### config.mk
export PLATFORM = sky130hd
export DESIGN_NAME = fsq_host
export DESIGN_NICKNAME = d
export VERILOG_FILES = /design/src/hw/fsq_timer.v /design/src/hw/fsq_host.v
export VERILOG_INCLUDE_DIRS = /design/src /design/src/hw
export SDC_FILE = /design/constraint.sdc
export NUM_CORES = 1
export LEC_CHECK = 0
export ABC_CLOCK_PERIOD_IN_PS = 7400
export BUFFER_PORTS_ARGS = -buffer_cell sky130_fd_sc_hd__clkbuf_2
export CORE_UTILIZATION = 60
export CTS_BUF_LIST = sky130_fd_sc_hd__clkbuf_4 sky130_fd_sc_hd__clkbuf_8
export DETAILED_ROUTE_END_ITERATION = 7
export PLACE_DENSITY = 0.78
export SYNTH_ARGS = -nofsm -noshare
export SYNTH_HDL_FRONTEND = slang
export SYNTH_SLANG_ARGS = --single-unit
### constraint.sdc
create_clock -name clock -period 7.4 [get_ports clock]
set_clock_uncertainty 0.1 [all_clocks]
set_input_delay 0 -clock clock [delete_from_list [all_inputs] [get_ports clock]]
set_output_delay 0 -clock clock [all_outputs]
set_load 0.1 [all_outputs]
### src/hw/fsq_consts.vh
`ifndef FSQ_CONSTS_VH
`define FSQ_CONSTS_VH
// ----------------------------------------------------------------
// clock and bus widths
// ----------------------------------------------------------------
`define FSQ_CLK_NS          25
`define FSQ_AW              18
`define FSQ_DW              8
// ----------------------------------------------------------------
// times in their own units
// ----------------------------------------------------------------
`define FSQ_RESET_LOW_NS    500
`define FSQ_RELEASE_READ_NS 50
`define FSQ_READY_ALG_US    20
`define FSQ_UNPROT_SETUP_US 4
`define FSQ_PROG_MAX_US     300
`define FSQ_ERASE_MAX_S     8
`define FSQ_OE_HIGH_NS      10
`define FSQ_PULSE_NS        50
// ----------------------------------------------------------------
// derived cycle counts (least rounds up, none below one)
// ----------------------------------------------------------------
`define FSQ_CYC_UP(ns) (((ns) + `FSQ_CLK_NS - 1) / `FSQ_CLK_NS)
`define FSQ_RST_LOW_CYC   `FSQ_CYC_UP(`FSQ_RESET_LOW_NS)
`define FSQ_RST_READ_CYC  `FSQ_CYC_UP(`FSQ_RELEASE_READ_NS)
`define FSQ_READY_CYC     `FSQ_CYC_UP(`FSQ_READY_ALG_US * 1000)
`define FSQ_UNPROT_CYC    `FSQ_CYC_UP(`FSQ_UNPROT_SETUP_US * 1000)
`define FSQ_PROG_TO_CYC   `FSQ_CYC_UP(`FSQ_PROG_MAX_US * 1000)
`define FSQ_ERASE_TO_CYC  (`FSQ_ERASE_MAX_S * 40000000)
`define FSQ_OE_HIGH_CYC   `FSQ_CYC_UP(`FSQ_OE_HIGH_NS)
`define FSQ_PULSE_CYC     `FSQ_CYC_UP(`FSQ_PULSE_NS)
`define FSQ_CW            32
// ----------------------------------------------------------------
// command codes and unlock addresses
// ----------------------------------------------------------------
`define FSQ_OP_READ       3'h0
`define FSQ_OP_PROG       3'h1
`define FSQ_OP_ERASE      3'h2
`define FSQ_OP_RESET      3'h3
`define FSQ_OP_UNPROT     3'h4
`define FSQ_UNL_A1        18'h00555
`define FSQ_UNL_A2        18'h002AA
`define FSQ_UNL_D1        8'hAA
`define FSQ_UNL_D2        8'h55
`define FSQ_CMD_PROG      8'hA0
`define FSQ_CMD_ERASE     8'h80
`define FSQ_CMD_SECT      8'h30
`define FSQ_TOGGLE_BIT    6
`define FSQ_SUSP_BIT      2
`define FSQ_ZERO32        32'h0
`define FSQ_ONE32         32'h1
`endif

### src/hw/fsq_timer.v
`timescale 1ns/100ps
`include "fsq_consts.vh"
// ----------------------------------------------------------------
// down counter: load a count, flag when it reaches zero
// ----------------------------------------------------------------
module fsq_timer
(
  input  wire                  clock, // system clock
  input  wire                  nrst,  // sync reset, low active
  input  wire                  load,  // load pulse
  input  wire [`FSQ_CW-1:0]    count, // cycles to wait
  output reg                   done   // high once count expired
);
  reg [`FSQ_CW-1:0] left;             // cycles still to go

  // load wins over counting so a restart is never missed
  always @(posedge clock)
  begin
    if (!nrst)
    begin
      left <= `FSQ_ZERO32;
      done <= 1'b1;
    end
    else if (load)
    begin
      left <= count;
      done <= 1'b0;
    end
    else if (left > `FSQ_ONE32)
      left <= left - `FSQ_ONE32;
    else
    begin
      left <= `FSQ_ZERO32;
      done <= 1'b1;
    end
  end
endmodule // fsq_timer

### src/hw/fsq_host.v
`timescale 1ns/100ps
`include "fsq_consts.vh"
module fsq_host
(
  input  wire                clock,       // 40 MHz clock
  input  wire                nrst,        // sync reset, low active
  input  wire                req,         // start an operation
  input  wire [2:0]          op,          // operation code
  input  wire [`FSQ_AW-1:0]  addr,        // byte or sector address
  input  wire [`FSQ_DW-1:0]  wdata,       // program data
  output reg                 busy,        // operation in progress
  output reg                 done,        // one-cycle completion pulse
  output reg                 timeout,     // completion flag: timed out
  output reg [`FSQ_DW-1:0]   rdata,       // read data
  output reg [`FSQ_AW-1:0]   flash_a,     // flash address pins
  input  wire [`FSQ_DW-1:0]  flash_dq_i,  // flash data in
  output reg [`FSQ_DW-1:0]   flash_dq_o,  // flash data out
  output reg                 flash_dq_oe, // high while driving data
  output reg                 flash_ce_n,  // chip enable, low active
  output reg                 flash_oe_n,  // output enable, low active
  output reg                 flash_we_n,  // write enable, low active
  output reg                 flash_rst_n, // hardware reset, low active
  output reg                 unprot_hv    // raise reset to unprotect level
);
  // ----------------------------------------------------------------
  // states
  // ----------------------------------------------------------------
  localparam S_IDLE = 4'h0, S_RLOW = 4'h1, S_RREC = 4'h2, S_WR = 4'h3;
  localparam S_WGAP = 4'h4, S_RD = 4'h5, S_POLL = 4'h6, S_PGAP = 4'h7;
  localparam S_USET = 4'h8, S_POST = 4'h9;

  reg  [3:0]          state;     // sequencer state
  reg  [2:0]          wstep;     // index into write sequence
  reg  [2:0]          wlast;     // last write index
  reg  [2:0]          cur_op;    // latched op
  reg  [`FSQ_AW-1:0]  cur_a;     // latched address
  reg  [`FSQ_DW-1:0]  cur_d;     // latched data
  reg                 have_prev; // a prior poll sample exists
  reg  [`FSQ_DW-1:0]  prev;      // previous status byte
  reg                 t_load;    // step timer load
  reg  [`FSQ_CW-1:0]  t_count;   // step timer count
  wire                t_raw;     // step timer flag as registered
  wire                t_done;    // step timer expired, fresh load masked
  reg                 o_load;    // operation timeout load
  reg  [`FSQ_CW-1:0]  o_count;   // operation timeout count
  wire                o_done;    // operation timeout expired
  reg  [`FSQ_AW-1:0]  seq_a;     // address of current write step
  reg  [`FSQ_DW-1:0]  seq_d;     // data of current write step

  // ----------------------------------------------------------------
  // timers: one for pin timing, one for the operation limit
  // ----------------------------------------------------------------
  fsq_timer u_step (.clock(clock), .nrst(nrst), .load(t_load),
                    .count(t_count), .done(t_raw));
  fsq_timer u_op   (.clock(clock), .nrst(nrst), .load(o_load),
                    .count(o_count), .done(o_done));
  // the timer takes a load one edge late; without the mask its old flag
  // would end the next wait at once and cut every strobe and gap short
  assign t_done = t_raw & ~t_load;

  // write sequence table; program is four cycles, erase six
  always @*
  begin
    seq_a = `FSQ_UNL_A1;
    seq_d = `FSQ_UNL_D1;
    case (wstep)
      3'h1: begin seq_a = `FSQ_UNL_A2; seq_d = `FSQ_UNL_D2; end
      3'h2: seq_d = (cur_op == `FSQ_OP_PROG) ? `FSQ_CMD_PROG : `FSQ_CMD_ERASE;
      3'h3:
      begin
        if (cur_op == `FSQ_OP_PROG)
        begin
          seq_a = cur_a;
          seq_d = cur_d;
        end
      end
      3'h4: begin seq_a = `FSQ_UNL_A2; seq_d = `FSQ_UNL_D2; end
      3'h5: begin seq_a = cur_a; seq_d = `FSQ_CMD_SECT; end
      default: ;
    endcase
  end

  // ----------------------------------------------------------------
  // main sequencer
  // ----------------------------------------------------------------
  always @(posedge clock)
  begin
    t_load <= 1'b0;
    o_load <= 1'b0;
    done   <= 1'b0;
    if (!nrst)
    begin
      state <= S_IDLE;
      busy <= 1'b0;
      timeout <= 1'b0;
      rdata <= 8'h00;
      flash_a <= 18'h00000;
      flash_dq_o <= 8'h00;
      flash_dq_oe <= 1'b0;
      flash_ce_n <= 1'b1;
      flash_oe_n <= 1'b1;
      flash_we_n <= 1'b1;
      flash_rst_n <= 1'b1;
      unprot_hv <= 1'b0;
      wstep <= 3'h0;
      wlast <= 3'h0;
      cur_op <= 3'h0;
      cur_a <= 18'h00000;
      cur_d <= 8'h00;
      have_prev <= 1'b0;
      prev <= 8'h00;
      t_count <= `FSQ_ZERO32;
      o_count <= `FSQ_ZERO32;
    end
    else
    begin
      case (state)
        S_IDLE:
        begin
          if (req)
          begin
            busy <= 1'b1;
            timeout <= 1'b0;
            cur_op <= op;
            cur_a <= addr;
            cur_d <= wdata;
            wstep <= 3'h0;
            wlast <= (op == `FSQ_OP_PROG) ? 3'h3 : 3'h5;
            have_prev <= 1'b0;
            t_load <= 1'b1;
            case (op)
              `FSQ_OP_RESET:
              begin
                // hold low the minimum width; device aborts to array read
                flash_rst_n <= 1'b0;
                t_count <= `FSQ_RST_LOW_CYC;
                state <= S_RLOW;
              end
              `FSQ_OP_UNPROT:
              begin
                unprot_hv <= 1'b1;
                t_count <= `FSQ_UNPROT_CYC;
                state <= S_USET;
              end
              `FSQ_OP_READ:
              begin
                flash_a <= addr;
                flash_ce_n <= 1'b0;
                flash_oe_n <= 1'b0;
                t_count <= `FSQ_PULSE_CYC;
                state <= S_RD;
              end
              default:
              begin
                t_count <= `FSQ_PULSE_CYC;
                state <= S_WGAP;
              end
            endcase
          end
        end
        S_RLOW:
          if (t_done)
          begin
            flash_rst_n <= 1'b1;
            t_load <= 1'b1;
            // wait the sum of release-to-read and device recovery
            t_count <= `FSQ_READY_CYC + `FSQ_RST_READ_CYC;
            state <= S_RREC;
          end
        S_RREC:
          if (t_done)
          begin
            busy <= 1'b0;
            done <= 1'b1;
            state <= S_IDLE;
          end
        S_USET:
          if (t_done)
          begin
            // elevated level held; host may now issue writes, stays raised
            busy <= 1'b0;
            done <= 1'b1;
            state <= S_IDLE;
          end
        S_RD:
          if (t_done)
          begin
            rdata <= flash_dq_i;
            flash_ce_n <= 1'b1;
            flash_oe_n <= 1'b1;
            busy <= 1'b0;
            done <= 1'b1;
            state <= S_IDLE;
          end
        S_WGAP:
          if (t_done)
          begin
            flash_a <= seq_a;
            flash_dq_o <= seq_d;
            flash_dq_oe <= 1'b1;
            flash_ce_n <= 1'b0;
            flash_we_n <= 1'b0;
            t_load <= 1'b1;
            t_count <= `FSQ_PULSE_CYC;
            state <= S_WR;
          end
        S_WR:
          if (t_done)
          begin
            flash_we_n <= 1'b1;
            flash_ce_n <= 1'b1;
            flash_dq_oe <= 1'b0;
            t_load <= 1'b1;
            t_count <= `FSQ_PULSE_CYC;
            if (wstep == wlast)
            begin
              // completion is by polling, the limit only a safety net
              o_load <= 1'b1;
              o_count <= (cur_op == `FSQ_OP_PROG) ? `FSQ_PROG_TO_CYC
                                                  : `FSQ_ERASE_TO_CYC;
              flash_a <= cur_a;
              state <= S_PGAP;
            end
            else
            begin
              wstep <= wstep + 3'h1;
              state <= S_WGAP;
            end
          end
        S_PGAP:
          if (t_done)
          begin
            // each poll is a fresh output-enable strobe
            flash_oe_n <= 1'b0;
            flash_ce_n <= 1'b0;
            t_load <= 1'b1;
            t_count <= `FSQ_PULSE_CYC;
            state <= S_POLL;
          end
        S_POLL:
          if (t_done)
          begin
            flash_oe_n <= 1'b1;
            flash_ce_n <= 1'b1;
            prev <= flash_dq_i;
            have_prev <= 1'b1;
            t_load <= 1'b1;
            t_count <= `FSQ_PULSE_CYC + `FSQ_OE_HIGH_CYC;
            // toggle bit stopped moving: operation finished
            if (have_prev && (prev[`FSQ_TOGGLE_BIT] == flash_dq_i[`FSQ_TOGGLE_BIT]))
            begin
              rdata <= flash_dq_i;
              state <= S_POST;
            end
            else if (o_done && !o_load)
            begin
              timeout <= 1'b1;
              state <= S_POST;
            end
            else
              state <= S_PGAP;
          end
        S_POST:
          if (t_done)
          begin
            busy <= 1'b0;
            done <= 1'b1;
            state <= S_IDLE;
          end
        default: state <= S_IDLE;
      endcase
    end
  end
endmodule // fsq_host

==> results.py, run 1 <==
metrics = {
    "yosys": {
        "synth_flop_cell": "dfxtp_1",
        "synth-async-reset-ratio_pct": 0,
        "synth_commonest_cells": "dfxtp_1, nand2_1, a21oi_1, nor2_1, o21ai_0",
        "syn_area_um2": 7150,
        "synth_xor_xnor_area_share_pct": 6.98,
        "yosysTopAreaCell": "dfxtp_1",
        "synth_area_per_cell_um2": 8.56,
        "synth_mux_area_share_pct": 2.15,
        "yosysSeqAreaShare_pct": 44.8,
        "synth_top_area_share_pct": 44.8,
        "synth_top_family_by_area": "simple AND/OR/NAND/NOR gates",
        "yosysWarningCount": 0,
        "synth-compound-area-share_pct": 16.9,
        "synth-seq-cells": 160,
        "synth.most_common_cell": "dfxtp_1",
        "synth-edff-count": 0,
        "synth_simple_gate_area_share_pct": 23.7,
        "synth_fa_ha_area_share_pct": 1.58,
        "synth.distinct_cells": 59,
        "syn_nets": 884,
        "synth_area_leaders": "dfxtp_1, xnor2_1, a21oi_1",
        "synthCells": 835,
    },
    "clock_tree": {
        "cts_tree": "yes",
        "cts_root_buf": "clkbuf_8",
        "cts_made_buffers": 17,
        "cts_resized": 0,
        "htreeDepth": 4,
        "cts_sinks": 160,
        "clkLatencyLatePin_ps": 460,
        "clk_pin_slew_ps": 80,
        "clockBufferDepth": 2,
    },
    "timing": {
        "fin_crit_sh_pct": 43.8,
        "tns_ps": 0,
        "slew_headroom_pct": 16.2,
        "tightest_slew_ps": 1250,
        "rsz0062_at_grt": "no",
        "fmax_ghz": 0.308,
        "maxSlewViolCount": 0,
        "finalHoldViolations": 0,
        "setup_viol": 0,
        "final.min_clock_period_ps": 3240,
    },
    "global_route": {
        "grt_pass1_wl_um": 28400,
        "grt_pass1_vias": 6274,
        "grt_usage_pct": 28.2,
        "grt_start_max_net_pins": 45,
        "grt_overflow_total": 0,
        "antenna_found_initial": 0,
    },
    "setup_path": {
        "r2r_setup_slack_ps": 4160,
        "path_delay_family": "simple AND/OR/NAND/NOR gates",
        "cp_slowest_cell": "dfxtp_1",
        "start_kind": "flop",
        "startpoint": "state[1]",
        "critical_path_arrival_ps": 3500,
        "cp_cell_sequence": "nor4bb_1 > nor2_1 > a221oi_2 > buf_4 > o21ai_0 > o221a_2",
        "crit_required_ps": 7660,
        "reg2reg_from": "state[1]",
        "max_stage_delay_ps": 660,
        "path_class": "flop to flop",
        "cp_max_fo": 24,
        "endpoint_kind": "flop",
        "critPathBufInv": 1,
    },
    "die": {
        "die_x_um": 111,
        "core_um2": 11500,
        "rows": 39,
        "initial_core_util_pct": 62.1,
        "die_area_um2": 12400,
        "die_h_um": 111,
        "ios": 83,
    },
    "drt": {
        "final_antenna_net_count": 0,
        "route.detailed.drc": 2,
        "first_iter_violations": 488,
        "wl_um": 16800,
        "vias": 6393,
        "wire_per_inst_um": 15.5,
        "vias_per_cell": 5.89,
        "first_pass_iters": 7,
    },
    "final_layout": {
        "design_area_um2": 8310,
        "layout-drive-gt1-share_pct": 16.6,
        "layout.cells.non_filler": 1086,
        "diodes": 0,
        "nets": 982,
        "area_growth_pct": 16.2,
        "nFillCells": 883,
    },
    "run_status": {
        "violations": "DRC",
        "status": "complete, but fails checks",
    },
    "placement": {
        "dpl_cell_area_um2": 7580,
        "gp_congestion": 0.826,
        "io_buffers": 82,
        "dp_cells": 1019,
        "dp_hpwl_um": 11200,
    },
    "power": {
        "power.static_leakage_nw": 3.33,
        "ir_drop_v": 0.000286,
        "power_density_nw_per_um2": 509,
    },
    "flow_run": {
        "maxCapViolCount": 0,
    },
    "worst_hold_path": {
        "hold_class": "primary input to flop",
        "min_from": "nrst",
    },
}
==> repair_timing <==
action                    CTS  global route
hold buffers               38             0
buffers inserted            0             0
hold endpoints to repair   63             0
==> cells in the final DEF (no fill, tap or decap), types with 18 or more instances in the layout <==
master / instances
nor3_1: 20
a21oi_1: 75
nand2_1: 93
nor2_1: 73
xnor2_1: 46
dlygate4sd3_1: 38
dfxtp_1: 160
nor2_2: 18
o21ai_0: 59
nor4_1: 28
clkbuf_8: 20
nand3_1: 22
or3_1: 18
clkbuf_2: 82
==> kinds of logic (layout without fill, tap and decap cells) <==
group                    Yosys count  in the layout
AND/OR/NAND/NOR                  332            332
AO/OA/AOI/OAI                    199            199
flip-flops                       160            160
buffers and inverters             63            171
XOR/XNOR                          57             57
multiplexers                      15             15
adder cells (fa/ha/maj)            9              9
==> path summary, 6_finish.rpt <==
check               end  cells after the start
min          flash_ce_n                      2
max          flash_a[0]                      6
min reg2reg    cur_a[7]                      2
max reg2reg  flash_a[0]                      6
==> where the power goes <==
part	switching (W)	internal (W)	leakage, nW
Combinational	0.00151	0.000744	1.83
Clock	0.000300	0.000291	0.187
Sequential	0.000252	0.00113	1.31
==> flip-flops by register name, indices dropped and copies added, names as in the netlist, 2 cells and up <==
register	flops
cur_a	18
cur_d	8
cur_op	3
flash_a	18
flash_dq_o	8
o_count	2
rdata	8
state	4
t_count	6
u_op.left	32
u_step.left	32
wlast	3
wstep	3
==> worst reg2reg max path, cell delays in order (launching register included) <==
cell and delay (ps):
dfxtp_1 660, nor4bb_1 650, nor2_1 450, a221oi_2 350, buf_4 280, o21ai_0 310
o221a_2 340
==> metal layers <==
layer	GRT usage (%)	share of wire, %	vias to the layer above
li1	-	-	3148
met1	34.0	43	3041
met2	49.5	51	175
met3	6.72	4.9	29
met4	9.10	1.5	0
met5	0	0	-
==> through the flow <==
step / hold WS [ps] / setup WS (ps) / util [%] / total power (W)
2_1_floorplan: 36.0 / 4830 / - / 0.00323
3_3_place_gp: 126 / 4440 / 65.8 / 0.00351
3_5_place_dp: 131 / 4230 / 65.8 / 0.00360
4_1_cts: 169 / 4220 / 72.2 / 0.00422
5_1_grt: 215 / 3880 / 72.2 / 0.00453
6_report: 180 / 4160 / 72.2 / 0.00423
==> final cells by class <==
type / count / area (um2) / area share, %
inverter: 16 / 60.1 / 0.723
sequential: 160 / 3200 / 38.5
clock buffer: 22 / 290 / 3.49
tap: 143 / 179 / 2.15
timing repair buffer: 126 / 836 / 10.1
clock inverter: 7 / 62.6 / 0.753
multi-input combinational: 612 / 3680 / 44.3
Power figures use the tool's default switching activity.
==> inputs of run 2 (changes only) <==
ABC_CLOCK_PERIOD_IN_PS = 2800   (was 7400)
CORE_UTILIZATION = 55   (was 60)
PLACE_DENSITY = 0.75   (was 0.78)
clock period = 2.8 ns   (was 7.4 ns; I/O delays follow)
==> run 2 against run 1 <==
Compared with the run above:
- the run now ends clean
- worst setup slack lost 4100 ps
- power grew to 2.8 times the previous value
- hold slack improved by 47 ps
- clock-buffer cell count decreased by 4
- via count grew 3.1%
- global-route usage fell by 2.1 points
- wire length grew 2.0%
- sequential share of layout area shrank 1.5 points
- non-clock buffer count grew 23
- critical path depth down 1
- utilization shrank 3.9 points
- largest power group unchanged
- flip-flop and latch count unchanged
==> results.py, run 2 (same netlist as run 1, synthesis figures left out) <==
metrics = {
    "timing": {
        "rsz0062_at_grt": "no",
        "fin_ws_ps": 93.6,
        "tightest_slew_ps": 854,
        "setup_viol": 0,
        "fmax_ghz": 0.369,
        "tns_ps": 0,
        "final.min_clock_period_ps": 2710,
        "finalHoldViolations": 0,
        "slew_headroom_pct": 42.4,
        "maxSlewViolCount": 0,
        "fin_crit_sh_pct": 96.7,
    },
    "run_status": {
        "status": "complete, no violations",
    },
    "drt": {
        "wl_um": 17200,
        "vias_per_cell": 5.77,
        "first_iter_violations": 463,
        "wire_per_inst_um": 15.0,
        "first_pass_iters": 6,
        "route.detailed.drc": 0,
        "final_antenna_net_count": 0,
        "vias": 6591,
    },
    "placement": {
        "dpl_worst_slack_ps": 79.0,
        "dp_hpwl_um": 11100,
        "gp_congestion": 0.884,
        "io_buffers": 82,
        "dpl_cell_area_um2": 7790,
    },
    "clock_tree": {
        "htreeDepth": 4,
        "cts_sinks": 160,
        "clk_pin_slew_ps": 90,
        "clkLatencyLatePin_ps": 450,
        "cts_root_buf": "clkbuf_8",
        "cts_made_buffers": 17,
        "cts_tree": "yes",
        "postCtsSetupRepairBufs": 0,
        "clockBufferDepth": 2,
    },
    "global_route": {
        "grt_pass1_wl_um": 28000,
        "grt_start_max_net_pins": 44,
        "antenna_found_initial": 0,
        "grt_pass1_vias": 6207,
        "grt_overflow_total": 0,
        "grt_usage_pct": 26.2,
    },
    "final_layout": {
        "final_common_cell": "dfxtp_1",
        "design_area_um2": 8640,
        "area_growth_pct": 20.9,
        "diodes": 0,
        "layout_common_cells": "dfxtp_1, nand2_1, clkbuf_2",
        "post-route-util_pct": 68.2,
        "layout-drive-gt1-share_pct": 18.9,
        "nets": 1006,
        "largestRegisters": "u_op.left: 32 flops, u_step.left: 32 flops",
    },
    "setup_path": {
        "endpoint_kind": "flop",
        "max_stage_delay_ps": 630,
        "path_delay_family": "simple AND/OR/NAND/NOR gates",
        "cp_cell_sequence": "or4_1 > or3_1 > or4_4 > nand3b_2 > a21oi_1",
        "crit_required_ps": 3020,
        "critPathBufInv": 0,
        "critical_path_arrival_ps": 2930,
        "path_class": "flop to flop",
        "start_kind": "flop",
        "cp_slowest_cell": "or4_4",
        "cp_max_fo": 13,
    },
    "die": {
        "die_area_um2": 13500,
        "die_x_um": 116,
        "ios": 83,
        "die_h_um": 116,
        "rows": 41,
        "core_um2": 12700,
        "initial_core_util_pct": 56.4,
    },
    "power": {
        "power_density_nw_per_um2": 1370,
        "power.static_leakage_nw": 3.49,
        "power_w": 0.0119,
        "ir_drop_v": 0.000695,
    },
    "worst_hold_path": {
        "hold_class": "primary input to flop",
    },
    "flow_run": {
        "maxCapViolCount": 0,
    },
}
-- run 2: cell count changes in the layout (fill, tap and decap cells not counted) --
| cell | change |
|---|---|
| clkbuf_8 | -2 |
| clkinv_4 | +3 |
| dlygate4sd3_1 | +1 |
| inv_8 | +1 |
| clkbuf_4 | -2 |
| clkinv_2 | -4 |
| buf_4 | +21 |
| bufinv_16 | +3 |
| nand3b_2 | +1 |
| clkinvlp_4 | +1 |
| inv_6 | +3 |
| buf_12 | +1 |
-- run 2: worst min-delay path, stage by stage --
cell	delay, ps
dlygate4sd3_1	520
clkbuf_2	90
mux2i_1	60
nor2_1	70
-- run 2: timing repair --
| item | CTS | global route |
|---|---|---|
| hold endpoints to repair | 70 | 0 |
| endpoints found under the setup margin | 0 | 2 |
| resized for setup | 0 | 0 |
| hold buffers | 39 | 0 |
-- run 2: where the power goes --
group          internal [W]  total, W  switching, W
Combinational       0.00224   0.00639       0.00415
Clock               0.00101   0.00191      0.000896
Sequential          0.00299   0.00358      0.000589
-- run 2: final timing paths --
check	from	endpoint	slack [ps]	cells past startpoint
max	u_step.left[23]	u_step.left[3]	90	5
min	flash_dq_i[2]	rdata[2]	230	4
max reg2reg	u_step.left[23]	u_step.left[3]	90	5
min reg2reg	cur_d[7]	cur_d[7]	360	2
-- run 2: routing by layer --
| layer | track usage, % | part of all wire [%] |
|---|---|---|
| met5 | 0 | 0 |
| met4 | 11.0 | 1.7 |
| met3 | 6.07 | 6.2 |
| met2 | 45.5 | 49 |
| met1 | 30.9 | 43 |
-- run 2: per-stage QoR --
step,hold WS [ps],instances
2_1_floorplan,36.0,835
3_3_place_gp,124,1070
3_5_place_dp,133,1070
4_1_cts,194,1141
5_1_grt,227,1142
6_report,227,1142
-- run 2: area by class of cell --
cell class	count	area [um2]
flip-flops and latches	160	3200
fillers	982	4030
inverters	16	60.1
repair buffers	149	1020
well taps	172	215
multi-input cells	613	3690
clock inverters	14	204
clock buffers	18	248
